### config.mk
export PLATFORM = sky130hd
export DESIGN_NAME = pfb_flag_bank
export DESIGN_NICKNAME = d
export VERILOG_FILES = /design/src/inc/pfb_pkg.sv /design/src/hdl/pfb_flag_bank.sv
export SDC_FILE = /design/constraint.sdc
export NUM_CORES = 1
export LEC_CHECK = 0
export ABC_AREA = 1
export BUFFER_PORTS_ARGS = -buffer_cell sky130_fd_sc_hd__buf_2
export CAP_MARGIN = 20
export CELL_PAD_IN_SITES_DETAIL_PLACEMENT = 1
export CELL_PAD_IN_SITES_GLOBAL_PLACEMENT = 1
export CORE_MARGIN = 2
export CORE_UTILIZATION = 36
export CTS_BUF_LIST = sky130_fd_sc_hd__clkbuf_8 sky130_fd_sc_hd__clkbuf_16
export DETAILED_ROUTE_END_ITERATION = 10
export GPL_TIMING_DRIVEN = 0
export PLACE_DENSITY_LB_ADDON = 0.2
export SETUP_SLACK_MARGIN = 0.4
export SYNTH_ARGS = -nofsm -noshare
export SYNTH_HDL_FRONTEND = slang
export SYNTH_SLANG_ARGS = --single-unit
### constraint.sdc
create_clock -name clk -period 1.64 [get_ports clk]
set_clock_uncertainty 0.1 [all_clocks]
set_input_delay 0 -clock clk [delete_from_list [all_inputs] [get_ports clk]]
set_output_delay 0 -clock clk [all_outputs]
set_load 0.01 [all_outputs]
### src/inc/pfb_pkg.sv
// constants and carrier types of the second peripheral interrupt flag bank
// assumes a 32-bit avalon-mm slave port with byte addresses
package pfb_pkg;

    // register byte offsets
    localparam logic [7:0] PFB_OFS_FLAG2   = 8'h00;
    localparam logic [7:0] PFB_OFS_ENABLE1 = 8'h04;
    localparam logic [7:0] PFB_OFS_ENABLE2 = 8'h08;
    localparam logic [7:0] PFB_OFS_CONTROL = 8'h0C;
    localparam logic [7:0] PFB_OFS_COMPARE = 8'h10;
    localparam logic [7:0] PFB_OFS_CAPTURE = 8'h14;

    // flag register layout
    localparam int PFB_BIT_OSC_FAIL  = 7;
    localparam int PFB_BIT_CMP_CHG   = 6;
    localparam int PFB_BIT_BUS_COLL  = 3;
    localparam int PFB_BIT_VOLT_DET  = 2;
    localparam int PFB_BIT_TMR3_OVF  = 1;
    localparam int PFB_BIT_CAPCOMP2  = 0;
    localparam logic [7:0] PFB_FLAG_MASK  = 8'hCF;
    localparam logic [7:0] PFB_FLAG_RESET = 8'h00;
    localparam logic [7:0] PFB_EN_RESET   = 8'h00;

    // control register layout
    localparam int PFB_BIT_GIE      = 7;
    localparam int PFB_BIT_PERIPHERAL_GROUP_ENABLE     = 6;
    localparam int PFB_BIT_MODE_HI  = 2;
    localparam int PFB_BIT_MODE_LO  = 1;
    localparam int PFB_BIT_PRIORITY_LEVELS_ENABLE     = 0;
    localparam logic [7:0] PFB_CTRL_MASK = 8'hC7;

    // capture/compare unit 2 modes
    typedef enum logic [1:0] {
        PFB_MODE_OFF     = 2'h0,
        PFB_MODE_CAPTURE = 2'h1,
        PFB_MODE_COMPARE = 2'h2,
        PFB_MODE_PWM     = 2'h3
    } pfb_mode_t;

    localparam int          PFB_TMR_W      = 16;
    localparam logic [15:0] PFB_CMP_RESET  = 16'h0000;
    localparam logic [31:0] PFB_RDATA_NONE = 32'h0000_0000;

    // peripheral event pulses, one clock wide each
    typedef struct packed {
        logic oscFail;
        logic cmpChange;
        logic busCollision;
        logic voltDetect;
        logic tmr3Overflow;
        logic ccpCapture;
    } pfb_events_t;

endpackage : pfb_pkg

### src/hdl/pfb_flag_bank.sv
// second peripheral interrupt flag bank with enables, group gating and irq output
// assumes event pulses and timer1 count come from logic on clk, bus master on clk
// registers: flag bank, two enables, control, compare value and capture value
// every access costs one wait state; the irq pin lags its cause by one clock
// flags follow read/write semantics: software writes 0 to clear, an event beats it
`timescale 1ns/1ps

// Notes on behaviour
// - In capture mode a timer1 capture sets the unit 2 flag at bit 0, which stays until software writes 0.
// - In compare mode a timer1 match with the compare value sets the unit 2 flag, held until cleared.
// - Every peripheral source has its own enable bit, held in two enable registers.
// - With priority levels off, no peripheral request reaches the cpu unless the group enable is set.
// - Flags set on their events regardless of their enables and of the global enable.
// - An enable at 1 lets its flag request an interrupt, at 0 it masks it and leaves the flag alone.
// - The global enable in bit 7 of the control register gates every interrupt request.
module pfb_flag_bank (
    input  wire logic                        clk,
    input  wire logic                        sys_rst,
    input  wire logic [7:0]                  avs_address,
    input  wire logic                        avs_read,
    input  wire logic                        avs_write,
    input  wire logic [31:0]                 avs_writedata,
    input  wire logic [3:0]                  avs_byteenable,
    output logic      [31:0]                 avs_readdata,
    output logic                             avs_waitrequest,
    input  wire pfb_pkg::pfb_events_t        periphEvents,
    input  wire logic [pfb_pkg::PFB_TMR_W-1:0] timer1Count,
    input  wire logic [7:0]                  flagReg1,
    output logic      [7:0]                  peripheral_flag_reg2,
    output logic                             cpuIrq
);
    import pfb_pkg::*;

    ////////////////////////////////////////////////////////////////////////////
    // state
    typedef struct packed {
        logic [7:0]           flags;
        logic [7:0]           enable1;
        logic [7:0]           enable2;
        logic [7:0]           control;
        logic [PFB_TMR_W-1:0] compareVal;
        logic [PFB_TMR_W-1:0] captureVal;
        logic                 matchPrev;
        logic                 waitReq;
        logic [31:0]          readData;
        logic                 irq;
    } pfb_state_t;

    pfb_state_t st;
    pfb_state_t next_st;

    // bus decode
    logic                 busReq;
    logic                 busAccept;
    logic                 lane0;
    logic [31:0]          readWord;
    logic [7:0]           readMux;

    // register write strobes
    logic                 wrFlag;
    logic                 wrEnable1;
    logic                 wrEnable2;
    logic                 wrControl;
    logic                 wrCompare;
    logic [PFB_TMR_W-1:0] cmpNext;

    // event and interrupt terms
    pfb_mode_t            ccpMode;
    logic                 matchNow;
    logic                 captureHit;
    logic                 compareHit;
    logic [7:0]           eventVec;
    logic [7:0]           flagNext;
    logic [7:0]           pendingVec;
    logic [7:0]           pendingReg1;
    logic                 periphPending;
    logic                 groupOpen;
    logic                 irqNext;

    ////////////////////////////////////////////////////////////////////////////
    // bus handshake: one wait state, accept on the edge waitrequest is low
    always_comb begin
        busReq    = avs_read || avs_write;
        busAccept = busReq && !st.waitReq;  // edge where master sees waitrequest low
        lane0     = avs_byteenable[0];
    end

    ////////////////////////////////////////////////////////////////////////////
    // unit 2 mode and its two event sources
    always_comb begin
        ccpMode    = pfb_mode_t'(st.control[PFB_BIT_MODE_HI:PFB_BIT_MODE_LO]);
        matchNow   = (timer1Count == st.compareVal);
        captureHit = (ccpMode == PFB_MODE_CAPTURE) && periphEvents.ccpCapture;
        compareHit = (ccpMode == PFB_MODE_COMPARE) && matchNow && !st.matchPrev;
    end

    ////////////////////////////////////////////////////////////////////////////
    // event pulses placed at their flag positions
    always_comb begin
        eventVec = 8'h00;
        eventVec[PFB_BIT_OSC_FAIL] = periphEvents.oscFail;
        eventVec[PFB_BIT_CMP_CHG]  = periphEvents.cmpChange;
        eventVec[PFB_BIT_BUS_COLL] = periphEvents.busCollision;
        eventVec[PFB_BIT_VOLT_DET] = periphEvents.voltDetect;
        eventVec[PFB_BIT_TMR3_OVF] = periphEvents.tmr3Overflow;
        case (ccpMode)
            PFB_MODE_CAPTURE: begin
                eventVec[PFB_BIT_CAPCOMP2] = captureHit;
            end
            PFB_MODE_COMPARE: begin
                eventVec[PFB_BIT_CAPCOMP2] = compareHit;
            end
            default: begin
                eventVec[PFB_BIT_CAPCOMP2] = 1'b0;  // off and pwm leave the flag unused
            end
        endcase
    end

    ////////////////////////////////////////////////////////////////////////////
    // 8-bit register readback
    always_comb begin
        case (avs_address)
            PFB_OFS_FLAG2: begin
                readMux = st.flags & PFB_FLAG_MASK;
            end
            PFB_OFS_ENABLE1: begin
                readMux = st.enable1;
            end
            PFB_OFS_ENABLE2: begin
                readMux = st.enable2;
            end
            PFB_OFS_CONTROL: begin
                readMux = st.control & PFB_CTRL_MASK;
            end
            default: begin
                readMux = 8'h00;    // unmapped offsets read as zero
            end
        endcase
    end

    ////////////////////////////////////////////////////////////////////////////
    // full read word, timer registers zero-extended
    always_comb begin
        case (avs_address)
            PFB_OFS_COMPARE: begin
                readWord = 32'(st.compareVal);
            end
            PFB_OFS_CAPTURE: begin
                readWord = 32'(st.captureVal);
            end
            default: begin
                readWord = 32'(readMux);
            end
        endcase
    end

    ////////////////////////////////////////////////////////////////////////////
    // write strobes: one per writable register, only at the accepting edge
    // lane 0 carries every 8-bit register; compare lanes are picked per byte
    always_comb begin
        wrFlag    = 1'b0;
        wrEnable1 = 1'b0;
        wrEnable2 = 1'b0;
        wrControl = 1'b0;
        wrCompare = 1'b0;
        if (busAccept && avs_write) begin
            case (avs_address)
                PFB_OFS_FLAG2: begin
                    wrFlag = lane0;
                end
                PFB_OFS_ENABLE1: begin
                    wrEnable1 = lane0;
                end
                PFB_OFS_ENABLE2: begin
                    wrEnable2 = lane0;
                end
                PFB_OFS_CONTROL: begin
                    wrControl = lane0;
                end
                PFB_OFS_COMPARE: begin
                    wrCompare = 1'b1;
                end
                default: begin
                    wrFlag = 1'b0;       // capture and unmapped offsets ignore writes
                end
            endcase
        end
    end

    ////////////////////////////////////////////////////////////////////////////
    // compare value, one byte per lane so a half write keeps the other byte
    for (genvar ln = 0; ln < PFB_TMR_W / 8; ln++) begin : g_cmp_lane
        logic laneOn;
        assign laneOn             = wrCompare && avs_byteenable[ln];
        assign cmpNext[ln*8 +: 8] = laneOn ? avs_writedata[ln*8 +: 8]
                                           : st.compareVal[ln*8 +: 8];
    end

    ////////////////////////////////////////////////////////////////////////////
    // per-flag next value: an event sets, a write loads, reserved bits stay 0
    // the event term is or-ed with the write value so it beats a clear in the same cycle
    for (genvar i = 0; i < $bits(flagNext); i++) begin : g_flag
        logic implemented;
        logic setByEvent;
        logic loadBySw;
        logic requesting;
        assign implemented   = PFB_FLAG_MASK[i];
        assign setByEvent    = eventVec[i];
        assign loadBySw      = wrFlag ? avs_writedata[i] : st.flags[i];
        assign requesting    = st.flags[i] && st.enable2[i];
        assign flagNext[i]   = implemented && (setByEvent || loadBySw);
        assign pendingVec[i] = implemented && requesting;
    end

    ////////////////////////////////////////////////////////////////////////////
    // first flag register requests, each gated by its own enable bit
    for (genvar j = 0; j < $bits(flagReg1); j++) begin : g_reg1
        assign pendingReg1[j] = flagReg1[j] && st.enable1[j];
    end

    ////////////////////////////////////////////////////////////////////////////
    // interrupt combination
    always_comb begin
        periphPending = |pendingVec | |pendingReg1;
        groupOpen     = st.control[PFB_BIT_PRIORITY_LEVELS_ENABLE] | st.control[PFB_BIT_PERIPHERAL_GROUP_ENABLE];
    end

    ////////////////////////////////////////////////////////////////////////////
    // irq request term, registered so the pin comes from a flip-flop
    always_comb begin
        irqNext = st.control[PFB_BIT_GIE] && groupOpen && periphPending;
    end

    ////////////////////////////////////////////////////////////////////////////
    // next state
    always_comb begin
        // everything holds unless a term below changes it
        next_st = st;

        // one wait state, then one acknowledge cycle
        next_st.waitReq = !(busReq && st.waitReq);
        if (busReq && st.waitReq && avs_read) begin
            next_st.readData = readWord;   // stands while waitrequest is low
        end else if (busAccept) begin
            next_st.readData = PFB_RDATA_NONE;
        end

        // register writes take effect at the accepting edge
        if (wrEnable1) begin
            next_st.enable1 = avs_writedata[7:0];
        end
        if (wrEnable2) begin
            next_st.enable2 = avs_writedata[7:0] & PFB_FLAG_MASK;
        end
        if (wrControl) begin
            next_st.control = avs_writedata[7:0] & PFB_CTRL_MASK;
        end
        next_st.compareVal = cmpNext;

        // events win over a software clear in the same cycle
        next_st.flags = flagNext;

        // capture latches the timer on the capture event
        if (captureHit) begin
            next_st.captureVal = timer1Count;
        end
        next_st.matchPrev = matchNow;

        // global enable gates everything, group enable gates peripherals while priority levels are off
        next_st.irq = irqNext;
    end

    ////////////////////////////////////////////////////////////////////////////
    // state register
    always_ff @(posedge clk) begin
        if (sys_rst) begin
            // registers software sees
            st.flags      <= PFB_FLAG_RESET;
            st.enable1    <= PFB_EN_RESET;
            st.enable2    <= PFB_EN_RESET;
            st.control    <= PFB_EN_RESET;
            st.compareVal <= PFB_CMP_RESET;
            st.captureVal <= PFB_CMP_RESET;
            // bus and interrupt state
            st.matchPrev  <= 1'b0;
            st.waitReq    <= 1'b1;
            st.readData   <= PFB_RDATA_NONE;
            st.irq        <= 1'b0;
        end else begin
            st <= next_st;
        end
    end

    ////////////////////////////////////////////////////////////////////////////
    // outputs straight from the state flip-flops
    assign avs_readdata         = st.readData;
    assign avs_waitrequest      = st.waitReq;
    assign peripheral_flag_reg2 = st.flags;
    assign cpuIrq               = st.irq;

endmodule : pfb_flag_bank

==> results of run 1 <==
==> where the power goes <==
group	internal, mW	switching, mW	total, mW
clock network	0.694	0.777	1.47
registers	1.85	0.0150	1.87
logic	0.265	0.300	0.565
==> synth_stat cells <==
| master | n | area, um^2 |
|---|---|---|
| nor2_4 | 4 | 45.0 |
| nand2_4 | 1 | 11.3 |
| inv_2 | 12 | 45.0 |
| nand2_1 | 135 | 507 |
| clkbuf_1 | 10 | 37.5 |
| clkinv_2 | 1 | 5.00 |
| dfxtp_1 | 76 | 1520 |
| inv_4 | 1 | 6.26 |
| xor2_1 | 1 | 8.76 |
| inv_1 | 59 | 221 |
| o211ai_1 | 2 | 15.0 |
| nand4_1 | 1 | 6.26 |
| buf_6 | 4 | 45.0 |
| nand3_4 | 2 | 35.0 |
| nor3_1 | 1 | 5.00 |
| a31oi_1 | 2 | 12.5 |
| a21oi_1 | 55 | 275 |
| buf_1 | 1 | 3.75 |
| o21ai_1 | 8 | 40.0 |
| clkinv_1 | 1 | 3.75 |
| buf_2 | 1 | 5.00 |
| a221oi_1 | 3 | 26.3 |
| o22ai_1 | 8 | 50.1 |
| nor3_4 | 2 | 32.5 |
| buf_4 | 40 | 300 |
| nand3_2 | 4 | 40.0 |
| o21ai_0 | 51 | 255 |
| nor2_1 | 60 | 225 |
| nand3_1 | 21 | 105 |
| nor2_2 | 3 | 18.8 |
| o211ai_2 | 1 | 12.5 |
| o21ai_2 | 1 | 8.76 |
| ha_1 | 2 | 25.0 |
| nand2_2 | 4 | 25.0 |
| conb_1 | 1 | 3.75 |
==> registers in the layout (all words and copies together), names as in the netlist <==
signal / flops
avs_waitrequest: 1
avs_readdata: 16
cpuIrq: 1
ccpMode: 2
st: 50
peripheral_flag_reg2: 6
==> logic make-up (layout without fill, tap and decap cells) <==
logic type | Yosys count | after routing | synth area share
xor+xnor | 1 | 1 | 0.00220
fa+ha+maj | 2 | 2 | 0.00628
other cells | 1 | 18 | 0.000941
flops | 76 | 76 | 0.382
compound gates | 131 | 131 | 0.175
buf+inv | 130 | 306 | 0.169
simple gates | 238 | 240 | 0.265
==> final timing paths <==
| kind | cells after the start | start | end |
|---|---|---|---|
| setup / recovery | 10 | st[60]$_SDFFE_PP0P_ | peripheral_flag_reg2[0]$_SDFF_PP0_ |
| setup reg to reg | 10 | st[60]$_SDFFE_PP0P_ | peripheral_flag_reg2[0]$_SDFF_PP0_ |
| hold reg to reg | 2 | st[50]$_SDFFE_PP0P_ | st[50]$_SDFFE_PP0P_ |
| hold / removal | 5 | avs_address[2] | st[76]$_SDFFE_PP0P_ |
==> area by class of cell <==
cell class | count | area [um^2] | share of cell area
Clock inverter | 7 | 67.6 | 0.0110
Multi-Input combinational cell | 392 | 2290 | 0.372
Buffer | 56 | 453 | 0.0734
Tap cell | 140 | 175 | 0.0284
Inverter | 74 | 325 | 0.0527
Timing Repair Buffer | 159 | 1180 | 0.191
Timing Repair inverter | 1 | 11.3 | 0.00183
Clock buffer | 9 | 124 | 0.0201
Sequential cell | 76 | 1540 | 0.250
==> critical path, stage by stage, from the launching register on <==
cell	delay, ns
dfxtp_2	0.33
inv_1	0.07
nand2_1	0.07
nand2_1	0.08
nor2_1	0.14
nand2_1	0.08
nor2_2	0.14
nand3_1	0.10
nand2_1	0.12
nand2_2	0.08
a21oi_2	0.11
==> through the flow <==
step | hold WS (ns) | area (um^2) | cells | setup WS, ns | util
2_1_floorplan | -0.0306 | 4090 | 596 | 0.388 | -
3_3_place_gp | 0.109 | 4680 | 819 | 0.0682 | 0.432
3_5_place_dp | 0.119 | 4680 | 819 | 0.0518 | 0.432
4_1_cts | 0.0228 | 5700 | 896 | 0.272 | 0.526
5_1_grt | 0.105 | 6170 | 914 | 0.0303 | 0.569
6_report | 0.0686 | 6170 | 914 | 0.153 | 0.569
==> metal layers <==
layer / global-route usage / up-vias / wire (um)
li1: - / 2186 / -
met2: 0.469 / 140 / 8410
met5: 0 / - / 0
met1: 0.286 / 2201 / 6270
met4: 0.111 / 0 / 631
met3: 0.0365 / 43 / 696
==> timing repair <==
action | CTS | global route
cloned | 4 | 4
setup endpoints to repair | 62 | 73
hold endpoints to repair | 66 | 0
buffers inserted | 7 | 14
pin swaps | 14 | 34
gates resized for setup | 83 | 118
hold buffers | 50 | 0
==> impl_metrics.yaml, run 1 <==
power:
  p_per_area_nw_per_um2: 633
  max-vdd-ir-drop_uv: 423
  finalPower_mw: 3.90
  power_leakage_nw: 2.80
cts:
  numCtsBuffers: 9
  insertion_delay_ns: 0.37
  cts_sinks: 76
  htree_levels: 3
  clockRootBuffer: "clkbuf_8"
  clock_path_buffers: 2
  tritoncts: "built"
  cts.reportedPaths.clkPinSlew_ns: 0.09
setup_path:
  ff2ff_setup_slack_ns: 0.15
  cp-start-kind: "flop"
  critPathMaxFanout: 3
  cp_data_arrival_time_ns: 1.68
  cp-end-kind: "flop"
  critPathKind: "reg -> reg"
  crit_required_ns: 1.84
cells_and_area:
  layout_common_cells: "122 x nand2_1, 83 x buf_2, 63 x dfxtp_1"
  n_antenna_cell: 0
  final_common_cell: "nand2_1"
  fillCellCount: 1404
  nets: 849
  syn2layout_area_growth_pct: 54.8
  drive_above_1_share: 0.415
drt:
  routedWlPerCell_um: 17.5
  ant_nets: 0
  viasPerCell: 5.00
  remaining_drc_errors: 0
  via_count: 4570
  drt-initial-drc-count: 236
  first_pass_iters: 4
  drt-total-wl_mm: 16.0
sta:
  setup_violations: 0
  finalHoldViolCount: 0
  tightest_slew_ns: 0.908
  rsz0062_at_grt: "true"
  period_minus_slack_ns: 1.49
  fin_crit_sh: 0.907
  maxSlewHeadroom: 0.395
  slew_viol_final: 0
  fmax_mhz: 672
  finalSetupTns_ns: 0
place:
  port_buffers: 83
  dp_hpwl_mm: 9.87
  gp_congestion: 0.834
global_routing:
  grt_antenna_before_repair: 0
  grt_max_degree: 14
  grt_pass1_vias: 4720
  grt_usage: 0.253
  grt.overflow.total: 0
  grt_pass1_wl_mm: 22.9
synth:
  syn_avg_cell_area_um2: 6.88
  syn_inst: 579
  ys_seq_area_frac: 0.382
  synth_seq_cells: 76
  syn-cell-area_um2: 3980
  ys_types: 35
  yosys_warnings: 0
flow_run:
  drv_cap: 0
floorplanning:
  rows: 38
  initial_utilization: 0.367
  die_area_um2: 11900
  dieHeight_um: 109
  core-area_um2: 10800
  io_pins: 120
  die_width_um: 109
run_status:
  status: "complete, no violations"
hold_path:
  hold_class: "in -> reg"
Note: power is estimated with default switching activity, not from simulation.
==> run 2, diff against run 1 <==
--- a/config.mk
+++ b/config.mk
@@ -17,4 +17,5 @@
 export GPL_TIMING_DRIVEN = 0
 export PLACE_DENSITY_LB_ADDON = 0.2
+export REMOVE_ABC_BUFFERS = 1
 export SETUP_SLACK_MARGIN = 0.4
 export SYNTH_ARGS = -nofsm -noshare
==> constraint.sdc (replaced) <==
create_clock -name clk -period 1.64 [get_ports clk]
set_clock_uncertainty 0.1 [all_clocks]
set_input_delay 0.082 -clock clk [delete_from_list [all_inputs] [get_ports clk]]
set_output_delay 0.082 -clock clk [all_outputs]
set_load 0.01 [all_outputs]
==> run 2 against run 1 <==
Effect of this change: sequential power about the same; power down 6.3%; non-clock buffer count down 55; largest cell class unchanged.
==> impl_metrics.yaml, run 2 (synthesis results as in run 1) <==
run_status:
  status: "complete, no violations"
drt:
  drt-initial-drc-count: 161
  via_count: 4253
  ant_nets: 0
  drt-total-wl_mm: 14.7
  remaining_drc_errors: 0
  first_pass_iters: 4
  routedWlPerCell_um: 17.1
  viasPerCell: 4.95
sta:
  finalSetupTns_ns: 0
  fin_crit_sh: 0.864
  tightest_slew_ns: 0.606
  setup_violations: 0
  rsz0062_at_grt: "true"
  finalHoldViolCount: 0
  period_minus_slack_ns: 1.42
  maxSlewHeadroom: 0.596
  slew_viol_final: 0
  hold_slack_ns: 0.0341
  fmax_mhz: 706
  layout_setup_ws_ns: 0.223
cells_and_area:
  multi_input_area_um2: 2230
  nets: 795
  syn2layout_area_growth_pct: 43.2
  top_register: "st"
  utilization: 0.526
  fin_cells: 859
  layout_common_cells: "123 x nand2_1, 83 x buf_2, 57 x dfxtp_1"
  drive_above_1_share: 0.387
  ff_latch_area_um2: 1560
  largest_reg_flops: 50
  final_cell_area_um2: 5710
  fillCellCount: 1349
  n_antenna_cell: 0
  final_common_cell: "nand2_1"
floorplanning:
  dieHeight_um: 109
  die_width_um: 109
  core-area_um2: 10800
  initial_utilization: 0.367
  rows: 38
  io_pins: 120
  die_area_um2: 11900
setup_path:
  crit_required_ns: 1.83
  critPathMaxFanout: 3
  cp_data_arrival_time_ns: 1.61
  critPathKind: "reg -> reg"
  max_stage_delay_ns: 0.35
  cp-start-kind: "flop"
  crit_slowest_cell: "dfxtp_2"
  cp-end-kind: "flop"
  critPathMostFrequentCell: "nand2_2"
  crit_chain: "inv_2, nand2_2, nand2_2, nor2_1, nand2_1, nor2_2, nand3_2, nand2_2, nand2_2, a21oi_2"
  reg2regPathDepth: 10
flow_run:
  drv_cap: 0
global_routing:
  grt_antenna_before_repair: 0
  grt_pass1_wl_mm: 21.6
  grt.overflow.total: 0
  grt_pass1_vias: 4407
  grt_max_degree: 56
  grt_usage: 0.241
cts:
  htree_levels: 3
  clock_path_buffers: 2
  cts.reportedPaths.clkPinSlew_ns: 0.08
  insertion_delay_ns: 0.37
  numCtsBuffers: 9
  clockRootBuffer: "clkbuf_8"
  cts_sinks: 76
  tritoncts: "built"
power:
  finalPower_mw: 3.66
  max-vdd-ir-drop_uv: 387
  power_leakage_nw: 2.51
  p_per_area_nw_per_um2: 641
place:
  dp_hpwl_mm: 8.70
  gp_congestion: 0.828
  dp.cells: 763
  placed_area_um2: 4250
  place_ws_ns: -0.476
  port_buffers: 83
hold_path:
  hold_class: "in -> reg"
  hold_path_depth: 3
-- run 2: changes by cell type in the layout (fill, tap and decap cells not counted), moves of 8 or more --
cell / previous run / this run
a21oi_1: 28 / 51
a21oi_2: 27 / 4
buf_4: 55 / 20
dlygate4sd3_1: 50 / 40
inv_1: 51 / 43
inv_2: 13 / 21
nor2_1: 46 / 38
-- run 2: report_power, final --
group          switching, mW  internal (mW)
registers             0.0139           1.85
logic                  0.280          0.214
clock network          0.728          0.574
-- run 2: layer usage --
layer	routed length, um	GRT usage	up-vias
li1	-	-	2077
met1	6080	0.272	2044
met2	7740	0.447	109
met3	621	0.0550	23
met4	250	0.0723	0
met5	0	0	-
-- run 2: path summary, 6_finish.rpt --
check / slack [ns] / endpoint / from
worst min-delay path: 0.03 / st[66]$_SDFFE_PP0P_ / avs_byteenable[1]
worst min register to register: 0.36 / st[48]$_SDFFE_PP0P_ / st[48]$_SDFFE_PP0P_
worst max-delay path: 0.22 / peripheral_flag_reg2[0]$_SDFF_PP0_ / st[58]$_SDFFE_PP0P_
worst max register to register: 0.22 / peripheral_flag_reg2[0]$_SDFF_PP0_ / st[58]$_SDFFE_PP0P_
-- run 2: repair_timing --
item,CTS,global route
hold endpoints to repair,55,0
pin swaps,19,39
gates resized for setup,85,115
endpoints found under the setup margin,76,75
hold buffers,40,0
gates cloned,2,4
buffers inserted,21,14
-- run 2: layout make-up --
cell class                 instances  area share
clock buffer                      10      0.0241
clock inverter                     5     0.00504
inverter                          74      0.0588
multi-input combinational        393       0.391
sequential                        76       0.273
tap                              140      0.0307
timing repair buffer             160       0.216
timing repair inverter             1     0.00154
-- run 2: critical path: cells and delay by family (launching register included) --
kind	cells	cell delay, ns
flops	1	0.35
compound gates	1	0.11
buf+inv	1	0.05
simple gates	8	0.74
